--- config.mk ---
export PLATFORM = sky130hd
export DESIGN_NAME = secondary_bus_port
export DESIGN_NICKNAME = d
export VERILOG_FILES = /design/src/hdl/sec_bus_pkg.sv /design/src/hdl/word_fifo.sv /design/src/hdl/secondary_bus_port.sv
export SDC_FILE = /design/constraint.sdc
export NUM_CORES = 1
export LEC_CHECK = 0
export ABC_CLOCK_PERIOD_IN_PS = 5850
export BUFFER_PORTS_ARGS = -buffer_cell sky130_fd_sc_hd__buf_2
export CAP_MARGIN = 20
export CORE_MARGIN = 4
export CORE_UTILIZATION = 60
export DETAILED_ROUTE_END_ITERATION = 7
export PLACE_DENSITY = 0.81
export SLEW_MARGIN = 20
export SYNTH_ARGS = -nofsm -noshare
export SYNTH_HDL_FRONTEND = slang
export SYNTH_SLANG_ARGS = --single-unit
export TNS_END_PERCENT = 20
--- constraint.sdc ---
create_clock -name core_clk -period 5.85 [get_ports core_clk]
set_input_delay 1.17 -clock core_clk [delete_from_list [all_inputs] [get_ports core_clk]]
set_output_delay 1.17 -clock core_clk [all_outputs]
set_load 0.1 [all_outputs]
--- src/hdl/sec_bus_pkg.sv ---
// Shared constants and types for the secondary bus port
package sec_bus_pkg;
    localparam int DW = 32;
    localparam int CW = 4;
    localparam int NAGT = 9;
    localparam int NARB = 10;
    localparam logic [3:0] BRIDGE_IDX = 4'h9;
    localparam int FIFO_W = DW + CW;
    localparam int FIFO_DEPTH = 8;
    localparam int FIFO_AW = 3;
    localparam int LEN_W = 4;
    localparam logic [2:0] DEVSEL_LIMIT = 3'h5;
    localparam logic [1:0] GNT_GAP = 2'h2;
    localparam logic [2:0] SYNC_RST = 3'h0;
    localparam logic [DW-1:0] PARK_AD = 32'h0000_0000;
    localparam logic [CW-1:0] PARK_CBE = 4'h0;

    typedef enum logic [4:0] {
        ST_IDLE = 5'b00001,
        ST_ADDR = 5'b00010,
        ST_DATA = 5'b00100,
        ST_END = 5'b01000,
        ST_TURN = 5'b10000
    } mst_state_t;
endpackage

--- src/hdl/word_fifo.sv ---
// Synchronous FIFO with valid/ready on both sides
`timescale 1ns/1ps
module word_fifo #(
    parameter int W = 36,
    parameter int D = 8,
    parameter int AW = 3
) (
    input wire logic core_clk, // Clock
    input wire logic rstn, // Async reset, active low
    input wire logic in_valid, // Write side valid
    output logic in_ready, // Write side ready
    input wire logic [W-1:0] in_data, // Write side word
    output logic out_valid, // Read side valid
    input wire logic out_ready, // Read side ready
    output logic [W-1:0] out_data, // Read side word
    output logic [AW:0] count // Words held
);
    logic [W-1:0] mem [D];
    logic [AW-1:0] wr_ptr_r;
    logic [AW-1:0] rd_ptr_r;
    logic [AW:0] cnt_r;
    logic push;
    logic pop;

    assign in_ready = (cnt_r < (AW+1)'(D));
    assign out_valid = (cnt_r != '0);
    assign out_data = mem[rd_ptr_r];
    assign count = cnt_r;
    assign push = in_valid & in_ready;
    assign pop = out_valid & out_ready;

    always_ff @(posedge core_clk) begin
        if (push) begin
            mem[wr_ptr_r] <= in_data;
        end
    end

    always_ff @(posedge core_clk or negedge rstn) begin
        if (!rstn) begin
            wr_ptr_r <= '0;
            rd_ptr_r <= '0;
            cnt_r <= '0;
        end else begin
            if (push) begin
                wr_ptr_r <= (wr_ptr_r == AW'(D - 1)) ? '0 : wr_ptr_r + 1'b1;
            end
            if (pop) begin
                rd_ptr_r <= (rd_ptr_r == AW'(D - 1)) ? '0 : rd_ptr_r + 1'b1;
            end
            cnt_r <= cnt_r + (AW+1)'(push) - (AW+1)'(pop);
        end
    end
endmodule

--- src/hdl/secondary_bus_port.sv ---
// Secondary bus port: initiator, parity, arbiter, parking and M66EN handling
`timescale 1ns/1ps
module secondary_bus_port (
    input wire logic core_clk, // Secondary bus clock
    input wire logic rstn, // Async reset, active low
    input wire logic [31:0] ad_i, // Address/data pins in
    output logic [31:0] ad_o, // Address/data pins out
    output logic ad_oe, // Address/data drive enable
    input wire logic [3:0] cbe_i, // Command/byte enable pins in
    output logic [3:0] cbe_o, // Command/byte enable out
    output logic cbe_oe, // Command/byte enable drive enable
    input wire logic par_i, // Parity pin in
    output logic par_o, // Parity out
    output logic par_oe, // Parity drive enable
    input wire logic frame_n_i, // Frame pin in
    output logic frame_n_o, // Frame out
    output logic frame_n_oe, // Frame drive enable
    input wire logic irdy_n_i, // Initiator ready pin in
    output logic irdy_n_o, // Initiator ready out
    output logic irdy_n_oe, // Initiator ready drive enable
    input wire logic trdy_n_i, // Target ready pin
    input wire logic devsel_n_i, // Device select pin
    input wire logic stop_n_i, // Target stop pin
    input wire logic lock_n_i, // Lock pin in
    output logic lock_n_o, // Lock out
    output logic lock_n_oe, // Lock drive enable
    input wire logic perr_n_i, // Parity error pin in
    output logic perr_n_o, // Parity error out
    output logic perr_n_oe, // Parity error drive enable
    input wire logic serr_n_i, // System error pin, input only
    input wire logic [8:0] sreq_n, // Agent requests
    output logic [8:0] gnt_n_o, // Agent grants
    input wire logic ext_arb, // Strap: external arbiter selected
    input wire logic p_m66en, // Primary speed line
    input wire logic s_m66en_i, // Secondary speed line in
    output logic s_m66en_o, // Secondary speed line out
    output logic s_m66en_oe, // Secondary speed line pull-down enable
    output logic clk_66_sel, // Secondary clock at fast rate
    input wire logic cmd_valid, // Transaction request
    output logic cmd_ready, // Transaction accepted
    input wire logic cmd_write, // Write when high
    input wire logic [31:0] cmd_addr, // Address
    input wire logic [3:0] cmd_code, // Bus command
    input wire logic [3:0] cmd_be, // Read byte enables
    input wire logic [3:0] cmd_len, // Words, 1 to 8
    input wire logic lock_hold, // Keep bus locked
    input wire logic wr_valid, // Write word valid
    output logic wr_ready, // Write word ready
    input wire logic [31:0] wr_data, // Write word
    input wire logic [3:0] wr_be, // Write byte enables
    output logic [31:0] rd_data, // Read word
    output logic rd_valid, // Read word pulse
    output logic done, // Transaction finished pulse
    output logic master_abort, // No device select pulse
    output logic target_stop, // Target stop pulse
    output logic perr_flag, // Own parity error pulse
    output logic bus_perr, // Other agent parity error pulse
    output logic serr_flag // System error seen pulse
);
    sec_bus_pkg::mst_state_t state_r;
    sec_bus_pkg::mst_state_t state_nxt;
    logic [2:0] s1_r;
    logic [2:0] s2_r;
    logic [2:0] s3_r;
    logic [2:0] filt_r;
    logic ext_f;
    logic p66_f;
    logic s66_f;
    logic [35:0] head;
    logic head_valid;
    logic pop;
    logic [3:0] fifo_cnt;
    logic [31:0] ad_r;
    logic [3:0] cbe_r;
    logic ad_oe_r;
    logic cbe_oe_r;
    logic par_r;
    logic par_oe_r;
    logic frame_act_r;
    logic irdy_act_r;
    logic ctl_oe_r;
    logic wr_r;
    logic [3:0] left_r;
    logic [3:0] drop_r;
    logic [2:0] dev_cnt_r;
    logic dev_seen_r;
    logic lock_own_r;
    logic lock_rel_r;
    logic chk_pend_r;
    logic [31:0] chk_ad_r;
    logic [3:0] chk_cbe_r;
    logic perr_act_r;
    logic perr_oe_r;
    logic [9:0] gnt_r;
    logic [9:0] gnt_nxt;
    logic [9:0] req_v;
    logic [9:0] elig;
    logic [3:0] last_r;
    logic [3:0] pick;
    logic found;
    logic used_r;
    logic [1:0] hold_r [sec_bus_pkg::NAGT];
    logic bus_idle;
    logic own_gnt;
    logic bridge_req;
    logic start;
    logic xfer;
    logic timeout;
    logic stop_hit;
    logic last_x;
    logic rearb;
    logic [31:0] rd_data_r;
    logic rd_valid_r;
    logic done_r;
    logic abort_r;
    logic stop_r;
    logic serr_r;
    logic bus_perr_r;
    logic clk66_r;

    // Straps and speed lines are asynchronous to this clock
    always_ff @(posedge core_clk or negedge rstn) begin
        if (!rstn) begin
            s1_r <= sec_bus_pkg::SYNC_RST;
            s2_r <= sec_bus_pkg::SYNC_RST;
            s3_r <= sec_bus_pkg::SYNC_RST;
            filt_r <= sec_bus_pkg::SYNC_RST;
        end else begin
            s1_r <= {s_m66en_i, p_m66en, ext_arb};
            s2_r <= s1_r;
            s3_r <= s2_r;
            filt_r <= (~(s2_r ^ s3_r) & s3_r) | ((s2_r ^ s3_r) & filt_r);
        end
    end
    assign ext_f = filt_r[0];
    assign p66_f = filt_r[1];
    assign s66_f = filt_r[2];

    word_fifo #(
        .W(sec_bus_pkg::FIFO_W),
        .D(sec_bus_pkg::FIFO_DEPTH),
        .AW(sec_bus_pkg::FIFO_AW)
    ) u_wr_fifo (
        .core_clk(core_clk),
        .rstn(rstn),
        .in_valid(wr_valid),
        .in_ready(wr_ready),
        .in_data({wr_be, wr_data}),
        .out_valid(head_valid),
        .out_ready(pop),
        .out_data(head),
        .count(fifo_cnt)
    );

    assign bus_idle = frame_n_i & irdy_n_i;
    assign own_gnt = ext_f ? ~sreq_n[0] : gnt_r[sec_bus_pkg::BRIDGE_IDX];
    assign bridge_req = (state_r == sec_bus_pkg::ST_IDLE) & cmd_valid & (drop_r == 4'h0);
    assign start = bridge_req & own_gnt & bus_idle & (~cmd_write | (fifo_cnt >= cmd_len))
                   & (~lock_hold | lock_own_r | lock_n_i);
    assign cmd_ready = start;
    assign xfer = irdy_act_r & ~trdy_n_i & ((state_r == sec_bus_pkg::ST_DATA) | (state_r == sec_bus_pkg::ST_END));
    assign timeout = ~dev_seen_r & devsel_n_i & (dev_cnt_r == sec_bus_pkg::DEVSEL_LIMIT);
    assign stop_hit = ~stop_n_i & ~devsel_n_i;
    assign last_x = xfer & (left_r == 4'h1);
    assign pop = (wr_r & xfer) | ((state_r == sec_bus_pkg::ST_IDLE) & (drop_r != 4'h0) & head_valid);

    always_comb begin
        state_nxt = state_r;
        case (state_r)
            sec_bus_pkg::ST_IDLE: begin
                if (start) begin
                    state_nxt = sec_bus_pkg::ST_ADDR;
                end
            end
            sec_bus_pkg::ST_ADDR: begin
                state_nxt = sec_bus_pkg::ST_DATA;
            end
            sec_bus_pkg::ST_DATA: begin
                if (last_x) begin
                    state_nxt = sec_bus_pkg::ST_TURN;
                end else if (timeout || stop_hit) begin
                    state_nxt = sec_bus_pkg::ST_END;
                end
            end
            sec_bus_pkg::ST_END: begin
                state_nxt = sec_bus_pkg::ST_TURN;
            end
            sec_bus_pkg::ST_TURN: begin
                state_nxt = sec_bus_pkg::ST_IDLE;
            end
            default: begin
                state_nxt = sec_bus_pkg::ST_IDLE;
            end
        endcase
    end

    always_ff @(posedge core_clk or negedge rstn) begin
        if (!rstn) begin
            state_r <= sec_bus_pkg::ST_IDLE;
        end else begin
            state_r <= state_nxt;
        end
    end

    // Transaction bookkeeping
    always_ff @(posedge core_clk or negedge rstn) begin
        if (!rstn) begin
            wr_r <= 1'b0;
            left_r <= 4'h0;
            drop_r <= 4'h0;
            dev_cnt_r <= 3'h0;
            dev_seen_r <= 1'b0;
        end else begin
            if (start) begin
                wr_r <= cmd_write;
                left_r <= cmd_len;
            end else if (xfer) begin
                left_r <= left_r - 4'h1;
            end
            if (state_r == sec_bus_pkg::ST_TURN && wr_r) begin
                drop_r <= left_r;
            end else if (pop && state_r == sec_bus_pkg::ST_IDLE) begin
                drop_r <= drop_r - 4'h1;
            end
            if (state_r == sec_bus_pkg::ST_ADDR) begin
                dev_cnt_r <= 3'h1;
                dev_seen_r <= 1'b0;
            end else if (state_r == sec_bus_pkg::ST_DATA) begin
                dev_seen_r <= dev_seen_r | ~devsel_n_i;
                if (dev_cnt_r != sec_bus_pkg::DEVSEL_LIMIT) begin
                    dev_cnt_r <= dev_cnt_r + 3'h1;
                end
            end
        end
    end

    // Frame and initiator ready
    always_ff @(posedge core_clk or negedge rstn) begin
        if (!rstn) begin
            frame_act_r <= 1'b0;
            irdy_act_r <= 1'b0;
            ctl_oe_r <= 1'b0;
        end else begin
            case (state_nxt)
                sec_bus_pkg::ST_ADDR: begin
                    frame_act_r <= 1'b1;
                    ctl_oe_r <= 1'b1;
                end
                sec_bus_pkg::ST_DATA: begin
                    if (state_r == sec_bus_pkg::ST_ADDR || (wr_r && !irdy_act_r)) begin
                        irdy_act_r <= 1'b1;
                        frame_act_r <= (left_r > 4'h1);
                    end else if (xfer && wr_r) begin
                        irdy_act_r <= 1'b0;
                    end else if (xfer) begin
                        frame_act_r <= (left_r > 4'h2);
                    end
                end
                sec_bus_pkg::ST_END: begin
                    frame_act_r <= 1'b0;
                    irdy_act_r <= 1'b1;
                end
                sec_bus_pkg::ST_TURN: begin
                    frame_act_r <= 1'b0;
                    irdy_act_r <= 1'b0;
                end
                default: begin
                    frame_act_r <= 1'b0;
                    irdy_act_r <= 1'b0;
                    ctl_oe_r <= 1'b0;
                end
            endcase
        end
    end
    assign frame_n_o = ~frame_act_r;
    assign frame_n_oe = ctl_oe_r;
    assign irdy_n_o = ~irdy_act_r;
    assign irdy_n_oe = ctl_oe_r;

    // Address/data and command/byte enable drive, including parking
    always_ff @(posedge core_clk or negedge rstn) begin
        if (!rstn) begin
            ad_r <= sec_bus_pkg::PARK_AD;
            cbe_r <= sec_bus_pkg::PARK_CBE;
            ad_oe_r <= 1'b0;
            cbe_oe_r <= 1'b0;
        end else begin
            case (state_nxt)
                sec_bus_pkg::ST_ADDR: begin
                    ad_r <= cmd_addr;
                    cbe_r <= cmd_code;
                    ad_oe_r <= 1'b1;
                    cbe_oe_r <= 1'b1;
                end
                sec_bus_pkg::ST_DATA, sec_bus_pkg::ST_END: begin
                    if (!wr_r) begin
                        ad_oe_r <= 1'b0;
                        cbe_r <= cmd_be;
                    end else if (!irdy_act_r && !xfer) begin
                        ad_r <= head[31:0];
                        cbe_r <= head[35:32];
                    end
                end
                sec_bus_pkg::ST_TURN: begin
                    ad_oe_r <= 1'b0;
                    cbe_oe_r <= 1'b0;
                end
                default: begin
                    ad_r <= sec_bus_pkg::PARK_AD;
                    cbe_r <= sec_bus_pkg::PARK_CBE;
                    ad_oe_r <= own_gnt & bus_idle;
                    cbe_oe_r <= own_gnt & bus_idle;
                end
            endcase
        end
    end
    assign ad_o = ad_r;
    assign ad_oe = ad_oe_r;
    assign cbe_o = cbe_r;
    assign cbe_oe = cbe_oe_r;

    // Parity follows the driven word by one clock and is released one clock later
    always_ff @(posedge core_clk or negedge rstn) begin
        if (!rstn) begin
            par_r <= 1'b0;
            par_oe_r <= 1'b0;
        end else begin
            par_r <= ^{ad_r, cbe_r};
            par_oe_r <= ad_oe_r | (cbe_oe_r & (state_r == sec_bus_pkg::ST_IDLE));
        end
    end
    assign par_o = par_r;
    assign par_oe = par_oe_r;

    // Read data capture and parity check
    always_ff @(posedge core_clk or negedge rstn) begin
        if (!rstn) begin
            rd_data_r <= 32'h0000_0000;
            rd_valid_r <= 1'b0;
            chk_pend_r <= 1'b0;
            chk_ad_r <= 32'h0000_0000;
            chk_cbe_r <= 4'h0;
            perr_act_r <= 1'b0;
            perr_oe_r <= 1'b0;
        end else begin
            rd_valid_r <= xfer & ~wr_r;
            chk_pend_r <= xfer & ~wr_r;
            if (xfer && !wr_r) begin
                rd_data_r <= ad_i;
                chk_ad_r <= ad_i;
                chk_cbe_r <= cbe_i;
            end
            perr_act_r <= chk_pend_r & (^{chk_ad_r, chk_cbe_r, par_i});
            perr_oe_r <= (chk_pend_r & (^{chk_ad_r, chk_cbe_r, par_i})) | perr_act_r;
        end
    end
    assign rd_data = rd_data_r;
    assign rd_valid = rd_valid_r;
    assign perr_n_o = ~perr_act_r;
    assign perr_n_oe = perr_oe_r;

    // Lock ownership across a locked sequence
    always_ff @(posedge core_clk or negedge rstn) begin
        if (!rstn) begin
            lock_own_r <= 1'b0;
            lock_rel_r <= 1'b0;
        end else begin
            lock_rel_r <= lock_own_r & ~lock_hold & (state_r == sec_bus_pkg::ST_IDLE);
            if (state_r == sec_bus_pkg::ST_ADDR && lock_hold) begin
                lock_own_r <= 1'b1;
            end else if (state_r == sec_bus_pkg::ST_IDLE && !lock_hold) begin
                lock_own_r <= 1'b0;
            end
        end
    end
    assign lock_n_o = ~lock_own_r;
    assign lock_n_oe = lock_own_r | lock_rel_r;

    // Status pulses and speed selection
    always_ff @(posedge core_clk or negedge rstn) begin
        if (!rstn) begin
            done_r <= 1'b0;
            abort_r <= 1'b0;
            stop_r <= 1'b0;
            serr_r <= 1'b0;
            bus_perr_r <= 1'b0;
            clk66_r <= 1'b0;
        end else begin
            done_r <= (state_r == sec_bus_pkg::ST_TURN);
            abort_r <= (state_r == sec_bus_pkg::ST_DATA) & timeout & ~last_x;
            stop_r <= (state_r == sec_bus_pkg::ST_DATA) & stop_hit & ~timeout & ~last_x;
            serr_r <= ~serr_n_i;
            bus_perr_r <= ~perr_n_i & ~perr_oe_r;
            clk66_r <= p66_f & s66_f;
        end
    end
    assign done = done_r;
    assign master_abort = abort_r;
    assign target_stop = stop_r;
    assign perr_flag = perr_act_r;
    assign bus_perr = bus_perr_r;
    assign serr_flag = serr_r;
    assign clk_66_sel = clk66_r;
    assign s_m66en_o = 1'b0;
    assign s_m66en_oe = ~p66_f;

    // Arbiter: requests, hold-off after grant removal
    assign req_v[sec_bus_pkg::BRIDGE_IDX] = bridge_req;
    assign elig[sec_bus_pkg::BRIDGE_IDX] = bridge_req;
    genvar gi;
    generate
        for (gi = 0; gi < sec_bus_pkg::NAGT; gi++) begin : g_agent
            if (gi == 0) begin : g_zero
                assign req_v[gi] = ~sreq_n[gi] & ~ext_f;
            end else begin : g_other
                assign req_v[gi] = ~sreq_n[gi];
            end
            assign elig[gi] = req_v[gi] & ((hold_r[gi] == 2'h0) | gnt_r[gi]);
            always_ff @(posedge core_clk or negedge rstn) begin
                if (!rstn) begin
                    hold_r[gi] <= 2'h0;
                end else if (gnt_r[gi] && !gnt_nxt[gi]) begin
                    hold_r[gi] <= sec_bus_pkg::GNT_GAP;
                end else if (hold_r[gi] != 2'h0) begin
                    hold_r[gi] <= hold_r[gi] - 2'h1;
                end
            end
        end
    endgenerate

    always_comb begin
        int idx;
        idx = 0;
        pick = sec_bus_pkg::BRIDGE_IDX;
        found = 1'b0;
        for (int k = 1; k <= sec_bus_pkg::NARB; k++) begin
            idx = (int'(last_r) + k) % sec_bus_pkg::NARB;
            if (!found && elig[idx]) begin
                found = 1'b1;
                pick = 4'(idx);
            end
        end
    end

    assign rearb = (state_r == sec_bus_pkg::ST_IDLE) & bus_idle & (used_r | ~|(gnt_r & req_v));

    always_comb begin
        gnt_nxt = gnt_r;
        if (ext_f) begin
            gnt_nxt = 10'h000;
            gnt_nxt[0] = bridge_req & ((hold_r[0] == 2'h0) | gnt_r[0]);
        end else if (rearb) begin
            gnt_nxt = 10'h000;
            gnt_nxt[pick] = 1'b1;
        end
    end

    always_ff @(posedge core_clk or negedge rstn) begin
        if (!rstn) begin
            gnt_r <= 10'h000;
            last_r <= sec_bus_pkg::BRIDGE_IDX;
            used_r <= 1'b0;
        end else begin
            gnt_r <= gnt_nxt;
            if (!ext_f && rearb && found) begin
                last_r <= pick;
            end
            if (!frame_n_i) begin
                used_r <= 1'b1;
            end else if (rearb) begin
                used_r <= 1'b0;
            end
        end
    end
    assign gnt_n_o = ~gnt_r[8:0];
endmodule

==> impl_metrics.yaml <==
critical_path:
  cp-start-kind: "register"
  cpPeakStageDelay_ns: 0.61
  path_class: "reg -> reg"
  cp_max_fo: 34
  timing.rr.end: "hold_r[8]$_DFFE_PN0P_"
  rrSetupSlack_ns: 0.29
  cp_data_arrival_time_ns: 5.99
  reg2reg_depth: 18
  r2r-start: "last_r[2]$_DFFE_PN0P_"
  path_cells: "buf_4, ha_1, buf_4, nand2_1, inv_1, ha_1, nor2b_1, o21ai_0, o22ai_1, mux2i_1, mux2i_1, a21boi_2, nand3_1, nor3_1, a22oi_1, nor3_2, nand3_1, o211a_1"
  cp_slowest_cell: "mux2i_1"
  cp.required_ns: 6.28
  crit_path_end_kind: "register"
yosys:
  yosys_warnings: 0
  synthDominantCellAreaShare: 0.375
  synth_top_cell_by_area: "edfxtp_1"
  syn_inst: 1757
  yosysUniqueCellTypes: 119
  synth-edff-count: 288
  ys.flop_type: "edfxtp_1"
  synth_nets: 1968
  ys_seq_area_frac: 0.551
  synthArstFlopShare: 0.361
  synth-seq-cells: 451
  netlist_area_um2: 23100
  synth_area_leaders: "edfxtp_1 37%, dfrtp_1 17%, mux4_2 7.8%"
  avgSynthCellArea_um2: 13.1
min_path:
  holdPathStages: 0
  min_to: "s2_r[0]$_DFF_PN0_"
  worstHoldStart: "s1_r[0]$_DFF_PN0_"
  hold_path_class: "reg -> reg"
detailed_routing:
  routed_wl_um: 59800
  wire_per_inst_um: 23.5
  viasPerCell: 6.33
  ant_nets: 0
  post-route-drc-count: 0
  drtIter0Drc: 1414
  firstDrtPassIters: 8
  vias: 16100
floorplan:
  fp.dieW_um: 204
  die_area_um2: 41700
  start_util: 0.610
  core-area_um2: 37800
  io-pin-count: 244
  num_rows: 71
  die_height_um: 204
power:
  ir_drop_v: 0.000345
  power.density_nw_per_um2: 550
  p_leak_nw: 10.4
global_route:
  grt_start_max_net_pins: 76
  grt_pass1_vias: 16200
  antenna_found_initial: 9
  grt_pass1_wl_um: 92400
  overflow: 0
  track_usage: 0.284
finish:
  stdcell_count: 2549
  multi_input_area_um2: 9770
  utilization: 0.697
  fin_area_um2: 26400
  area_delta_synth_final_pct: 14.2
  regArea_um2: 12700
  nets: 2209
  fillers: 2568
  drive_gt1_frac: 0.288
clock_tree:
  cts_root_buf: "clkbuf_16"
  clock_latency_ns: 0.57
  cts_setup_buffers: 0
  clockBufferDepth: 3
  numCtsBuffers: 43
  cts_sinks: 451
  cts_tree: "yes"
  cts_max_level: 2
  path_clk_slew_ns: 0.06
timing:
  tightest_slew_ns: 1.15
  min_period_over_period: 0.951
  fin_crit_ns: 5.56
  skew_ns: 0.0337
  setup_total_negative_slack_ns: 0
  max-slew-margin-rel: 0.224
  fmax_ghz: 0.180
  rsz0062_at_grt: "false"
  hold_slack_ns: 0.354
  setup_viol: 0
  finalHoldViolations: 0
  drv_slew: 0
placed_design:
  dp_hpwl_um: 40000
  place_congestion: 0.941
  numPortBuffers: 242
  place_area_um2: 24900
  dpl.cell_count: 2463
job:
  maxCapViolations: 0
run_status:
  status: "finished clean"
-- registers in the layout (all words and copies together) (netlist names), 3 cells and up, named ones only --
name and flops:
s1_r 3, s2_r 3, gnt_r 10, u_wr_fifo.count 4, left_r 4, ad_o 32, drop_r 4, cbe_o 4
u_wr_fifo.mem 288, hold_r 18, state_r 5, s3_r 3, rd_data 32, u_wr_fifo.rd_ptr_r 3, chk_cbe_r 4, u_wr_fifo.wr_ptr_r 3
last_r 4, dev_cnt_r 3
-- per-stage QoR --
| step | worst slack, ns | total power, mW |
|---|---|---|
| 2_1_floorplan | 0.637 | 9.87 |
| 3_3_place_gp | 0.525 | 11.4 |
| 3_5_place_dp | 0.262 | 11.6 |
| 4_1_cts | 0.227 | 14.4 |
| 5_1_grt | 0.0167 | 15.3 |
| 6_report | 0.286 | 14.5 |
-- report_power, final --
group          leakage (nW)  switching [mW]  internal [mW]
Sequential             4.70           0.253           3.61
Clock                 0.692            1.20           1.56
Combinational          4.97            4.82           3.06
Total                  10.4            6.27           8.23
-- repair_timing --
action	in CTS	in global routing
hold buffers	0	0
gates resized for setup	0	1
setup endpoints to repair	0	9
-- logic make-up (layout without fill, tap and decap cells) --
kind of cell	after synthesis	in the layout	synth area share
xor+xnor	108	108	0.0428
buf+inv	165	441	0.0301
mux	183	183	0.127
other cells	1	6	0.000162
compound gates	382	382	0.120
flops	451	451	0.551
simple gates	391	391	0.0879
fa+ha+maj	76	76	0.0407
-- layout make-up --
class	count	share of cell area
Sequential cell	451	0.483
Clock inverter	19	0.00712
Multi-Input combinational cell	1141	0.370
Antenna cell	5	0.000475
Inverter	85	0.0121
Clock buffer	61	0.0462
Timing Repair Buffer	276	0.0563
Tap cell	511	0.0243
-- worst max path at each step --
stage | from | end | slack (ns)
after floorplan | last_r[0]$_DFFE_PN1P_ | hold_r[5]$_DFFE_PN0P_ | 0.64
after global placement | last_r[2]$_DFFE_PN0P_ | hold_r[15]$_DFFE_PN0P_ | 0.52
after detailed placement | last_r[2]$_DFFE_PN0P_ | hold_r[15]$_DFFE_PN0P_ | 0.26
after CTS | last_r[2]$_DFFE_PN0P_ | hold_r[15]$_DFFE_PN0P_ | 0.23
after global routing | last_r[2]$_DFFE_PN0P_ | hold_r[4]$_DFFE_PN0P_ | 0.02
final | last_r[2]$_DFFE_PN0P_ | hold_r[8]$_DFFE_PN0P_ | 0.29
-- placed cells by master, fill, tap and decap left out, types with 43 or more instances in the layout --
master and n:
o21ai_0 46, xnor2_1 88, mux4_2 80, nor2_1 118, dfrtp_1 157, ha_1 67
nand2_1 77, inv_1 80, mux2_2 80, a21oi_1 91, edfxtp_1 288, clkbuf_16 43
buf_2 241
-- synth_stat cells, drive strengths merged, types with 21 or more instances --
cell    instances
o211ai         21
a22oi          42
mux2           80
mux4           80
dfrtp         160
o21ai          49
nand2          79
inv            83
a21oi         100
nor3           35
ha             67
edfxtp        288
nor2          125
buf            29
xnor2          90
clkbuf         51
mux2i          23
-- critical path, delay by kind of cell, from the launching register on --
| family | cells | cell delay, ns |
|---|---|---|
| buf+inv | 3 | 0.81 |
| flops | 1 | 0.47 |
| fa+ha+maj | 2 | 0.49 |
| simple gates | 6 | 1.72 |
| compound gates | 5 | 1.06 |
| mux | 2 | 0.89 |
-- layer usage --
layer,GRT usage,vias up,wire (um)
met5,0,-,25
li1,-,7182,-
met1,0.398,7972,23600
met4,0.0756,4,1460
met2,0.467,860,29200
met3,0.0501,106,5540
Power figures use the tool's default switching activity.
